[src/common/quad_pkg.sv]
package quad_pkg;

    // ------------------------------------------------------------
    // Widths and reset values
    // ------------------------------------------------------------
    localparam int POS_W = 32;
    localparam logic [31:0] POS_RESET = 32'h0000_0000;
    localparam logic [31:0] LIMIT_RESET = 32'hffff_ffff;

    // ------------------------------------------------------------
    // Setting encodings
    // ------------------------------------------------------------
    localparam logic SIG_QUADRATURE = 1'h0;
    localparam logic SIG_STEP_DIR = 1'h1;
    localparam logic EDGE_BOTH = 1'h1;
    localparam logic EDGE_A_ONLY = 1'h0;
    localparam logic INDEX_RESET_ON = 1'h1;

    // Settings as one group.
    typedef struct packed {
        logic signalling_select;
        logic edge_count_select;
        logic index_reset_select;
    } encoder_control_s;

    // Synchronised encoder pins.
    typedef struct packed {
        logic phase_a;
        logic phase_b;
        logic index;
    } enc_pins_s;

endpackage

[src/logic/pin_sync.sv]
`timescale 1ns/100ps
module pin_sync (
    input wire logic ref_clk, // System clock.
    input wire logic reset, // Asynchronous reset, active high.
    input wire quad_pkg::enc_pins_s pins_raw, // Pins from outside.
    output quad_pkg::enc_pins_s pins_sync // Pins after two stages.
);

    typedef struct packed {
        quad_pkg::enc_pins_s first;
        quad_pkg::enc_pins_s second;
    } sync_state_s;

    sync_state_s state_reg;
    sync_state_s state_next;

    // ------------------------------------------------------------
    // Two flip-flop synchroniser
    // ------------------------------------------------------------

    // The first stage feeds only the second to keep metastability out.
    always_comb begin
        state_next = state_reg;
        state_next.first = pins_raw;
        state_next.second = state_reg.first;
    end

    // Registers the stages.
    always_ff @(posedge ref_clk or posedge reset) begin
        if (reset) begin
            state_reg <= '0;
        end else begin
            state_reg <= state_next;
        end
    end

    assign pins_sync = state_reg.second;

endmodule

[src/logic/quadrature_position_counter.sv]
`timescale 1ns/100ps
// Notes on behaviour
// - With index reset off, an index pulse leaves the position as is.
// - With index reset off, the position resets only on a forward step from the limit.
// - Signalling select 0 takes the pins as quadrature phases.
// - In quadrature with edge select 1, an edge of either phase counts unless both phases change at once.
// - With edge select 0, only edges of phase A count.
// - The position is signed and steps up forward and down in reverse.
module quadrature_position_counter (
    input wire logic ref_clk, // System clock, 100 MHz.
    input wire logic reset, // Asynchronous reset, active high.
    input wire logic phase_a_input, // Encoder phase A pin.
    input wire logic phase_b_input, // Encoder phase B pin, or direction.
    input wire logic index_input, // Encoder index pin, active high.
    input wire quad_pkg::encoder_control_s encoder_control, // Settings.
    input wire logic [31:0] position_limit, // Top of the count.
    output logic signed [31:0] position_value, // Current position.
    output logic direction, // 1 while last step was reverse.
    output logic index_seen // One-cycle pulse on an index edge.
);

    typedef struct packed {
        quad_pkg::enc_pins_s prev;
        logic signed [31:0] pos;
        logic dir;
        logic idx;
    } count_state_s;

    count_state_s state_reg;
    count_state_s state_next;
    quad_pkg::enc_pins_s pins;
    quad_pkg::enc_pins_s raw;

    assign raw = '{phase_a: phase_a_input, phase_b: phase_b_input,
                   index: index_input};

    // ------------------------------------------------------------
    // Input synchroniser
    // ------------------------------------------------------------

    pin_sync u_sync (
        .ref_clk(ref_clk),
        .reset(reset),
        .pins_raw(raw),
        .pins_sync(pins)
    );

    // ------------------------------------------------------------
    // Counting logic
    // ------------------------------------------------------------

    // Steps the position by one edge; a forward step from the limit wraps to 0.
    function automatic logic signed [31:0] step_pos(
        input logic signed [31:0] pos,
        input logic rev,
        input logic [31:0] limit
    );
        logic signed [31:0] res;
        if (!rev) begin
            if (pos == $signed(limit)) begin
                res = quad_pkg::POS_RESET;
            end else begin
                res = pos + 32'sd1;
            end
        end else begin
            res = pos - 32'sd1;
        end
        return res;
    endfunction

    // Decodes edges and direction; index clearing takes priority.
    always_comb begin
        logic a_edge;
        logic b_edge;
        logic count;
        logic rev;
        logic idx_edge;
        a_edge = pins.phase_a ^ state_reg.prev.phase_a;
        b_edge = pins.phase_b ^ state_reg.prev.phase_b;
        idx_edge = pins.index & ~state_reg.prev.index;
        count = 1'b0;
        rev = state_reg.dir;
        state_next = state_reg;
        state_next.prev = pins;
        state_next.idx = idx_edge;
        if (encoder_control.signalling_select == quad_pkg::SIG_QUADRATURE)
        begin
            // Direction from relative phase: A leads B is forward.
            if (a_edge && !b_edge) begin
                count = 1'b1;
                rev = pins.phase_a == pins.phase_b;
            end else if (b_edge && !a_edge) begin
                // B edges count only at full resolution.
                count = encoder_control.edge_count_select
                        == quad_pkg::EDGE_BOTH;
                rev = pins.phase_a != pins.phase_b;
            end
        end else begin
            // Step and direction: A rising counts, B gives direction.
            count = a_edge && pins.phase_a;
            rev = pins.phase_b;
        end
        if (count) begin
            state_next.pos = step_pos(state_reg.pos, rev, position_limit);
            state_next.dir = rev;
        end
        // Index ignored unless index reset is selected.
        if (idx_edge && encoder_control.index_reset_select
                == quad_pkg::INDEX_RESET_ON) begin
            state_next.pos = quad_pkg::POS_RESET;
        end
    end

    // Registers the state.
    always_ff @(posedge ref_clk or posedge reset) begin
        if (reset) begin
            state_reg <= '0;
        end else begin
            state_reg <= state_next;
        end
    end

    assign position_value = state_reg.pos;
    assign direction = state_reg.dir;
    assign index_seen = state_reg.idx;

    // ------------------------------------------------------------
    // Checks
    // ------------------------------------------------------------

    AST_IDX_IGNORED: assert property (@(posedge ref_clk) disable iff (reset)
        state_next.idx && !encoder_control.index_reset_select
        && !$changed(pins.phase_a) && !$changed(pins.phase_b)
        |=> $stable(position_value))
        else $error("Position moved on ignored index.");
    AST_IDX_CLEAR: assert property (@(posedge ref_clk) disable iff (reset)
        state_next.idx && encoder_control.index_reset_select
        |=> position_value == 0)
        else $error("Index did not clear position.");
    AST_WRAP: assert property (@(posedge ref_clk) disable iff (reset)
        !state_next.idx && state_next.pos != state_reg.pos
        && !state_next.dir && state_reg.pos == $signed(position_limit)
        |=> position_value == 0)
        else $error("No wrap at limit.");
    AST_A_ONLY: assert property (@(posedge ref_clk) disable iff (reset)
        !encoder_control.signalling_select
        && !encoder_control.edge_count_select && !state_next.idx
        && $changed(pins.phase_b) && !$changed(pins.phase_a)
        |=> $stable(position_value))
        else $error("Phase B edge counted at half resolution.");
    AST_BOTH: assert property (@(posedge ref_clk) disable iff (reset)
        !encoder_control.signalling_select
        && encoder_control.edge_count_select && !state_next.idx
        && ($changed(pins.phase_a) ^ $changed(pins.phase_b))
        |=> $changed(position_value))
        else $error("Edge not counted at full resolution.");
    AST_REV: assert property (@(posedge ref_clk) disable iff (reset)
        !encoder_control.signalling_select && !state_next.idx
        && $changed(pins.phase_b) && !$changed(pins.phase_a)
        && encoder_control.edge_count_select
        && (pins.phase_a != pins.phase_b)
        |=> position_value == $past(position_value) - 1)
        else $error("Reverse step not decremented.");
    AST_FWD: assert property (@(posedge ref_clk) disable iff (reset)
        !encoder_control.signalling_select && !state_next.idx
        && $changed(pins.phase_a) && !$changed(pins.phase_b)
        && (pins.phase_a != pins.phase_b)
        && state_reg.pos != $signed(position_limit)
        |=> position_value == $past(position_value) + 1)
        else $error("Forward step not incremented.");
    AST_IDX_PULSE: assert property (@(posedge ref_clk) disable iff (reset)
        index_seen |=> !index_seen)
        else $error("Index pulse longer than one cycle.");

    // Quiet pins must never move the count, whatever the mode.
    AST_HOLD: assert property (@(posedge ref_clk) disable iff (reset)
        !state_next.idx && !$changed(pins.phase_a)
        && !$changed(pins.phase_b)
        |=> $stable(position_value))
        else $error("Position moved with quiet pins.");
    // In quadrature, both phases moving at once has no direction, so it is dropped.
    AST_SIMUL: assert property (@(posedge ref_clk) disable iff (reset)
        !encoder_control.signalling_select && !state_next.idx
        && $changed(pins.phase_a) && $changed(pins.phase_b)
        |=> $stable(position_value))
        else $error("Double phase change was counted.");
    // At half resolution a forward phase A edge still counts.
    AST_A_HALF: assert property (@(posedge ref_clk) disable iff (reset)
        !encoder_control.signalling_select
        && !encoder_control.edge_count_select && !state_next.idx
        && $changed(pins.phase_a) && !$changed(pins.phase_b)
        && (pins.phase_a != pins.phase_b)
        && state_reg.pos != $signed(position_limit)
        |=> position_value == $past(position_value) + 1)
        else $error("Phase A edge not counted at half resolution.");

    COV_REVERSE: cover property (@(posedge ref_clk) disable iff (reset)
        direction && $changed(position_value));
    COV_WRAP: cover property (@(posedge ref_clk) disable iff (reset)
        $past(position_value) != 0 && position_value == 0 && !index_seen);
    COV_INDEX: cover property (@(posedge ref_clk) disable iff (reset)
        index_seen && encoder_control.index_reset_select);

endmodule

[config.mk]
export PLATFORM = sky130hd
export DESIGN_NAME = quadrature_position_counter
export DESIGN_NICKNAME = d
export VERILOG_FILES = /design/src/common/quad_pkg.sv /design/src/logic/pin_sync.sv /design/src/logic/quadrature_position_counter.sv
export SDC_FILE = /design/constraint.sdc
export NUM_CORES = 1
export LEC_CHECK = 0
export BUFFER_PORTS_ARGS = -buffer_cell sky130_fd_sc_hd__buf_2
export CAP_MARGIN = 5
export CORE_MARGIN = 2
export CORE_UTILIZATION = 56
export DETAILED_ROUTE_END_ITERATION = 6
export MAX_ROUTING_LAYER = met4
export PLACE_DENSITY = 0.81
export SLEW_MARGIN = 10
export SYNTH_ARGS = -nofsm -noshare
export SYNTH_HDL_FRONTEND = slang
export SYNTH_HIERARCHICAL = 1
export SYNTH_SLANG_ARGS = --single-unit
[constraint.sdc]
create_clock -name ref_clk -period 3.2 [get_ports ref_clk]
set_input_delay 0.8 -clock ref_clk [delete_from_list [all_inputs] [get_ports ref_clk]]
set_output_delay 0.8 -clock ref_clk [all_outputs]
set_load 0.05 [all_outputs]
==> out/results.txt, run 1 <==
The number of cells in the design after placement was 531; the share of the yosys chip area belonging to registers was 29.5%. After clock tree synthesis, the flow added hold-fix buffers numbering 0. Net switching is 52.3% of the power. The top cell type by area accounts for 29.5% of the synthesized area. Counting instances in the post-synthesis netlist gives the leading cell types as sky130_fd_sc_hd__dfrtp_1, sky130_fd_sc_hd__buf_4, sky130_fd_sc_hd__xor2_1. The logs give 441 for the iteration-0 DRC count of the detailed router and 0.999 for the final weighted congestion in routability-driven placement. Sort of element at the end of the critical path: a flip-flop.

The run gives 3650 sq um as the netlist area before placement. The number of gates resized after CTS was 0. The number of enable-type register cells in the synthesized netlist works out to 0. The placeable core area is 6310 sq um, and the ratio of routed vias to standard cells is 6.40. The maximum number of pins on one net before global-route repair came out at 28. The detailed router placed 3448 vias in this run. In the global route stage, overall resource usage came out at 29.5%.

The top fanout value on the critical path came out at 27. The signed area change from the synthesized netlist to the final layout was 6.42%. The logs give 0.0103 ns for the worst-case clock skew and 1.54 mW for the internal power component. The number of global-route vias before repair was 3262. The number of top-level pins came out at 74. For this run, the top clock speed supported by timing is 340 MHz. The first detailed-routing pass took 5 iterations. The detail route stage leaves a number of antenna-violating nets equal to 0. The most frequent cell after synthesis is sky130_fd_sc_hd__dfrtp_1. Post-CTS timing repair inserted 0 buffers for setup. Sequential cells burn 32.0% of the power.

The clock network is responsible for 16.1% of the overall power. The tools report the worst slew margin relative to its limit as 52.5%. In the routed design, unresolved DRC markers number 0.

The tools report the kind of start point of the critical path as a flip-flop. The initial utilization of the core area, before any placement, comes to 57.7%. The run gives 1.78 nW as the static leakage. The average instance in the mapped netlist occupies 8.48 sq um. The detailed-route wire length was 9.84 mm. The final hold violation count was 0; the number of clock sinks was 43.

The initialized floorplan defines 29 standard-cell rows. The run gives 0 as the number of slew-limit violations in the final report. Clock-pin slew was measured on the worst setup and hold paths at 0.09 ns. Counting along the longest clock path gives a buffer depth of 2. The flow ran to the end, and the final reports show no timing, DRC or antenna violations. During synthesis, Yosys emitted a total of 6 warnings.

Dividing the detail-routed wire length by the instance count gives 18.3 um. The flip-flop and latch count after synthesis works out to 43. The slew of the pin with the lowest slew margin was 0.712 ns; the maximum level of the CTS H-tree was 2.

The tools report the first-pass GRT wire length as 16.4 mm. The most critical setup path has its startpoint at u_sync/pins_sync[2]$_DFF_PP0_. The die span in y was 84.7 um. The total of buffers placed on input and output ports is 73. The worst path needs 2.94 ns of the cycle, external delays included. TritonCTS built the clock tree.

The total of endpoints with negative setup slack in the final report came out at 0. The critical path is of the reg -> reg type. The number of antenna diodes in the final layout is 0. For the required arrival time at the worst endpoint, the log shows 3.40 ns.

Measured in cells, the most critical reg-to-reg path has a length of 9. In this run, the combinational gates consume 51.9% of the power. For this design the ratio of total power to cell area is 831 nW/um^2. The reg-to-reg setup timing slack is 0.26 ns, and the final clock period utilization by the worst path is 91.8%. The HPWL after detailed placement is 7.30 mm. The tools report the sum of negative setup slack as 0 ns. For this run, the leading register cell type out of synthesis is sky130_fd_sc_hd__dfrtp_1. The path with the worst hold slack has its endpoint at u_sync/pins_sync[1]$_DFF_PP0_. By area the synthesized netlist is led by sky130_fd_sc_hd__dfrtp_1, sky130_fd_sc_hd__xor2_1, sky130_fd_sc_hd__buf_4. In this run the most critical hold path is launched from u_sync/state_next[1]$_DFF_PP0_. The net switching power figure came out at 1.69 mW. The worst min-delay path category is reg -> reg. The logs give 0 for the total of max-cap violations and 0 for the initial antenna violation count.

The leading area contributor after synthesis was sky130_fd_sc_hd__dfrtp_1. In this run, CTS created clock tree buffers numbering 5. The post-route netlist has 24.9% of its cells at a drive strength greater than 1. The startpoint identified for the worst register-to-register timing path is u_sync/pins_sync[2]$_DFF_PP0_. The number of distinct library cell variants in the gate-level netlist after synthesis is 65. The net total in the final layout is 504, and the width of the die is 84.7 um. Clock latency on the worst-skew pair, taken at its later pin, is 0.31 ns.

For this run the aggregate overflow at the end of global routing stands at 0. The register with the most flip-flops in the layout has 32 of them. For the overall die area, the log shows 7170 sq um. The run gives 430 as the number of standard cells after synthesis.

The endpoint of the most critical register-to-register path is position_value[6]$_DFFE_PP0P_. For the data arrival time of the critical path, the log shows 3.13 ns. The cell sitting at the root of the clock tree is a sky130_fd_sc_hd__clkbuf_8. The number of stages on the worst hold path was 0; the largest voltage drop on the vdd net was 469 uV.

After the flow finishes, the layout carries non-filler instances totaling 539. Post-synthesis async set-or-reset flop share: 100%. The run gives 473 as the synthesized netlist net count.

Setup repair after global routing left no endpoint under its margin.
## per-layer routing
metal / wire, um / track usage (%) / share of wire, %
met5: 0 / - / 0
met4: 362 / 11.3 / 3.7
met3: 915 / 5.21 / 9.3
met2: 4610 / 45.7 / 47
met1: 3950 / 38.8 / 40
## layout make-up
type | instances | area [sq um]
Timing Repair Buffer | 84 | 460
Sequential cell | 43 | 1080
Fill cell | 577 | 2430
Inverter | 14 | 52.6
Clock inverter | 3 | 67.6
Multi-Input combinational cell | 313 | 2060
Clock buffer | 5 | 68.8
Tap cell | 77 | 96.3
## cells in the final DEF (no fill, tap or decap), types with 3 or more instances in the layout
cell type / count
sky130_fd_sc_hd__o22a_1: 3
sky130_fd_sc_hd__o211ai_1: 6
sky130_fd_sc_hd__or2_1: 4
sky130_fd_sc_hd__o21a_1: 4
sky130_fd_sc_hd__a31oi_1: 6
sky130_fd_sc_hd__nor2b_1: 3
sky130_fd_sc_hd__a21bo_2: 3
sky130_fd_sc_hd__or3_1: 10
sky130_fd_sc_hd__nor2_1: 23
sky130_fd_sc_hd__and4_1: 3
sky130_fd_sc_hd__buf_4: 10
sky130_fd_sc_hd__inv_1: 14
sky130_fd_sc_hd__nand2b_1: 3
sky130_fd_sc_hd__o21ai_0: 23
sky130_fd_sc_hd__mux2i_1: 5
sky130_fd_sc_hd__o21bai_1: 4
sky130_fd_sc_hd__nor4_1: 17
sky130_fd_sc_hd__buf_2: 73
sky130_fd_sc_hd__ha_1: 3
sky130_fd_sc_hd__a21oi_1: 23
sky130_fd_sc_hd__o22ai_1: 4
sky130_fd_sc_hd__nand2_1: 30
sky130_fd_sc_hd__o32ai_1: 3
sky130_fd_sc_hd__nor3_1: 12
sky130_fd_sc_hd__and3_1: 8
sky130_fd_sc_hd__xor2_1: 33
sky130_fd_sc_hd__nand3_1: 22
sky130_fd_sc_hd__mux2_2: 4
sky130_fd_sc_hd__clkbuf_8: 5
sky130_fd_sc_hd__dfrtp_1: 43
sky130_fd_sc_hd__and2_1: 4
sky130_fd_sc_hd__or2_2: 5
sky130_fd_sc_hd__nand4_1: 7
## worst max-delay path by stage
stage	endpoint	cells past startpoint
final	position_value[6]$_DFFE_PP0P_	9
after global routing	position_value[6]$_DFFE_PP0P_	9
after CTS	position_value[6]$_DFFE_PP0P_	9
after detailed placement	position_value[6]$_DFFE_PP0P_	9
after global placement	position_value[6]$_DFFE_PP0P_	9
after floorplan	position_value[17]$_DFFE_PP0P_	9
## cell families after synthesis
| family | count (synthesis) | share of synthesized area, % |
|---|---|---|
| fa+ha+maj | 3 | 1.03 |
| buf+inv | 74 | 14.0 |
| mux | 9 | 2.61 |
| xor+xnor | 35 | 8.41 |
| flops | 43 | 29.5 |
| simple gates | 167 | 26.6 |
| compound gates | 99 | 17.8 |
## worst max-delay path: stages (launching register included)
cell and delay (ns):
sky130_fd_sc_hd__dfrtp_1 0.42, sky130_fd_sc_hd__ha_1 0.34, sky130_fd_sc_hd__nor2b_1 0.17, sky130_fd_sc_hd__a21bo_2 0.24, sky130_fd_sc_hd__and3_1 0.33, sky130_fd_sc_hd__nor4_1 0.50, sky130_fd_sc_hd__or2_1 0.22, sky130_fd_sc_hd__buf_12 0.17
sky130_fd_sc_hd__o221ai_1 0.12, sky130_fd_sc_hd__mux2_2 0.30
## power by group through the flow
stage / Combinational (mW) / Clock (mW) / Sequential, mW
floorplan: 1.67 / 0 / 0.854
global placement: 1.64 / 0 / 1.02
detailed placement: 1.65 / 0 / 1.04
CTS: 1.66 / 0.531 / 1.02
global route: 1.82 / 0.555 / 1.06
finish: 1.67 / 0.520 / 1.03
## through the flow
step / setup WS [ns] / util [%] / hold slack [ns] / cell area, sq um / power [mW]
floorplan: 0.615 / - / 0.331 / 3650 / 2.53
global placement: 0.192 / 59.3 / 0.332 / 3740 / 2.66
detailed placement: 0.117 / 59.3 / 0.339 / 3740 / 2.69
CTS: 0.280 / 61.5 / 0.359 / 3880 / 3.22
global route: 0.137 / 61.5 / 0.363 / 3880 / 3.43
finish: 0.261 / 61.5 / 0.354 / 3880 / 3.23
Power figures use the tool's default switching activity.
==> inputs of run 2 (changes only) <==
CORE_UTILIZATION = 58   (was 56)
CTS_BUF_LIST = sky130_fd_sc_hd__clkbuf_8   (was unset)
PLACE_DENSITY = 0.84   (was 0.81)
clock period = 3 ns   (was 3.2 ns; I/O delays follow)
==> out/results.txt, run 2 (synthesis results as in run 1) <==
The cell that appears most often on the critical path is sky130_fd_sc_hd__a21bo_2. The initial utilization of the core area, before any placement, comes to 60.9%. Measured along the y axis, the die boundary spans 83.3 um. The tools report the required arrival time at the worst endpoint as 3.20 ns. The slew of the pin with the lowest slew margin is 0.625 ns, and the fmax is 358 MHz. Detailed placement ended at an HPWL of 7.30 mm. TritonCTS built the clock tree. The most critical setup path has its startpoint at u_sync/pins_sync[2]$_DFF_PP0_.

Adding up every negative setup slack in the final design gives 0 ns. The library cell used most frequently in the layout, excluding fill and tap cells, is sky130_fd_sc_hd__buf_2. Setup violations remaining at the end of the flow were counted as 0. In the final routed layout, each cell accounts on average for 18.1 um. The clock passes through at most 2 buffers.

The number of slew-limit violations in the final report came out at 0. The logs give 0.0143 ns for the worst-case clock skew and 0.995 for the final weighted congestion in routability-driven placement. Slowest stage cell on the critical path: sky130_fd_sc_hd__or3_1.

The total of buffers placed on input and output ports was 73; the DRC violations left was 0. Relative to the synthesized area, the layout overhead comes to 8.27%. The worst setup path is launched from a flip-flop. The tools report the clock latency on the worst-skew pair as 0.31 ns.

The detailed-route wire length was 9.83 mm. The pre-antenna-repair detailed-routing pass consisted of 6 iterations. In this run the tightest slew margin relative to its limit is 58.2%. The startpoint of the worst register-to-register path was u_sync/pins_sync[2]$_DFF_PP0_. The final-layout worst hold slack is 0.345 ns, and the maximum single-stage delay on the critical path is 0.44 ns.

The number of global-route vias before repair was 3147. The worst min-delay path category is in -> async. The number of antenna diodes in the final layout is 0. In this run the power density over the cells is 880 nW/um^2. Along the worst path, the maximum fanout reaches 12. The static leakage is 1.82 nW, and the remaining antenna violation count is 0. The flow ran to the end, and the final reports show no timing, DRC or antenna violations. 74 I/O pins were placed. The number of hold buffers added after CTS was 0. The number of buffers created by CTS came out at 5.

Type of the worst setup path: reg -> reg. Final clock period utilization by the worst path: 93.2%. The floorplan step set the die width to 83.3 um. Subtracting the final worst setup slack from the clock period gives 2.80 ns.

Using the TritonRoute via totals, the vias-per-cell ratio works out to 6.28. At the end of the flow, the number of nets in the layout was 511. The register with the most flip-flops in the layout has 32 of them.

The run gives 0 as the initial antenna violation count. The clock tree synthesis step divided the H-tree into 2 levels. The share of layout cells above drive strength 1 was 26.2%. The run gives 29.4% as the combined global-route utilization of all metal layers. In this run, the number of DRC markers left after iteration 0 of detailed routing was 307.

Global routing finished with a remaining overflow of 0. Walking the worst path, the cells encountered are ha_1, nor2b_1, a21bo_2, and3_1, buf_4, or3_1, o31ai_2, o21ai_0, a21bo_2. Clock-pin slew was measured on the worst setup and hold paths at 0.08 ns. The die covers 6940 sq um. The clock drives 43 sinks. Setup repair after global routing left no endpoint under its margin. The tools report the placeable core area as 5990 sq um. The maximum number of pins on one net before global-route repair is 38, and the first-pass GRT wire length is 16.0 mm. The tools report the data arrival time of the critical path as 2.99 ns. In this run the core area contains 28 standard-cell rows.

The root buffer selected by CTS is sky130_fd_sc_hd__clkbuf_8. The sum of buffers and inverters on the critical path works out to 1. The run gives 3.47 mW as the total power. The count of fill cells added during filler insertion was 492.

The run gives 3415 as the via count. The kind of cell with the highest combined delay along the critical path is compound AO/OA/AOI/OAI gates. Buffers added to address setup during post-CTS repair amount to 0. The final hold violation count was 0.

The library cells used most frequently in the layout, excluding fill and tap cells, are sky130_fd_sc_hd__buf_2, sky130_fd_sc_hd__dfrtp_1, sky130_fd_sc_hd__xor2_1. For the total of max-cap violations, the log shows 0. Sort of element at the end of the critical path: a flip-flop. The worst-case IR drop observed on VDD is 524 uV.
-- run 2: stage by stage --
stage,cells,utilization (%),worst slack [ns],instance area [sq um]
6_report,544,65.9,0.203,3950
3_3_place_gp,536,63.5,0.0575,3810
2_1_floorplan,430,-,0.465,3650
3_5_place_dp,536,63.5,0.00483,3810
4_1_cts,544,65.8,0.205,3940
5_1_grt,544,65.9,0.0591,3950
-- run 2: path summary, 6_finish.rpt --
check / end / slack (ns) / cells after the start
max in group asynchronous: position_value[11]$_DFFE_PP0P_ / 2.10 / 3
worst max register to register: position_value[17]$_DFFE_PP0P_ / 0.20 / 9
worst min-delay path: u_sync/state_next[1]$_DFF_PP0_ / 0.34 / 2
worst min register to register: u_sync/pins_sync[2]$_DFF_PP0_ / 0.36 / 0
worst max-delay path: position_value[17]$_DFFE_PP0P_ / 0.20 / 9
min in group ref_clk: u_sync/pins_sync[2]$_DFF_PP0_ / 0.36 / 0
-- run 2: layer usage --
layer,track usage (%),share of wire (%)
met1,40.1,45
met2,44.5,45
met3,4.87,7.7
met4,9.69,2.9
met5,-,0
-- run 2: worst reg2reg max path, cell delays in order (launching register included) --
cell,delay [ns]
sky130_fd_sc_hd__dfrtp_1,0.42
sky130_fd_sc_hd__ha_1,0.34
sky130_fd_sc_hd__nor2b_1,0.19
sky130_fd_sc_hd__a21bo_2,0.25
sky130_fd_sc_hd__and3_1,0.21
sky130_fd_sc_hd__buf_4,0.19
sky130_fd_sc_hd__or3_1,0.45
sky130_fd_sc_hd__o31ai_2,0.30
sky130_fd_sc_hd__o21ai_0,0.12
sky130_fd_sc_hd__a21bo_2,0.23
-- run 2: timing repair --
item	4_1_cts	5_1_grt
hold endpoints to repair	0	0
setup endpoints to repair	0	1
gates resized for setup	0	1
-- run 2: report_power, final --
part           total [mW]  switching (mW)  internal [mW]  leakage (nW)
logic                1.86            1.24          0.621          1.20
registers            1.06           0.332          0.726         0.561
clock network       0.554           0.222          0.332        0.0644
-- run 2: final cells by class --
class	count	area [sq um]	share of cell area, %
clock buffer	5	68.8	1.74
clock inverter	3	67.6	1.71
inverter	14	52.6	1.33
multi-input combinational	313	2060	52.3
sequential	43	1080	27.3
tap	75	93.8	2.38
timing repair buffer	91	526	13.3
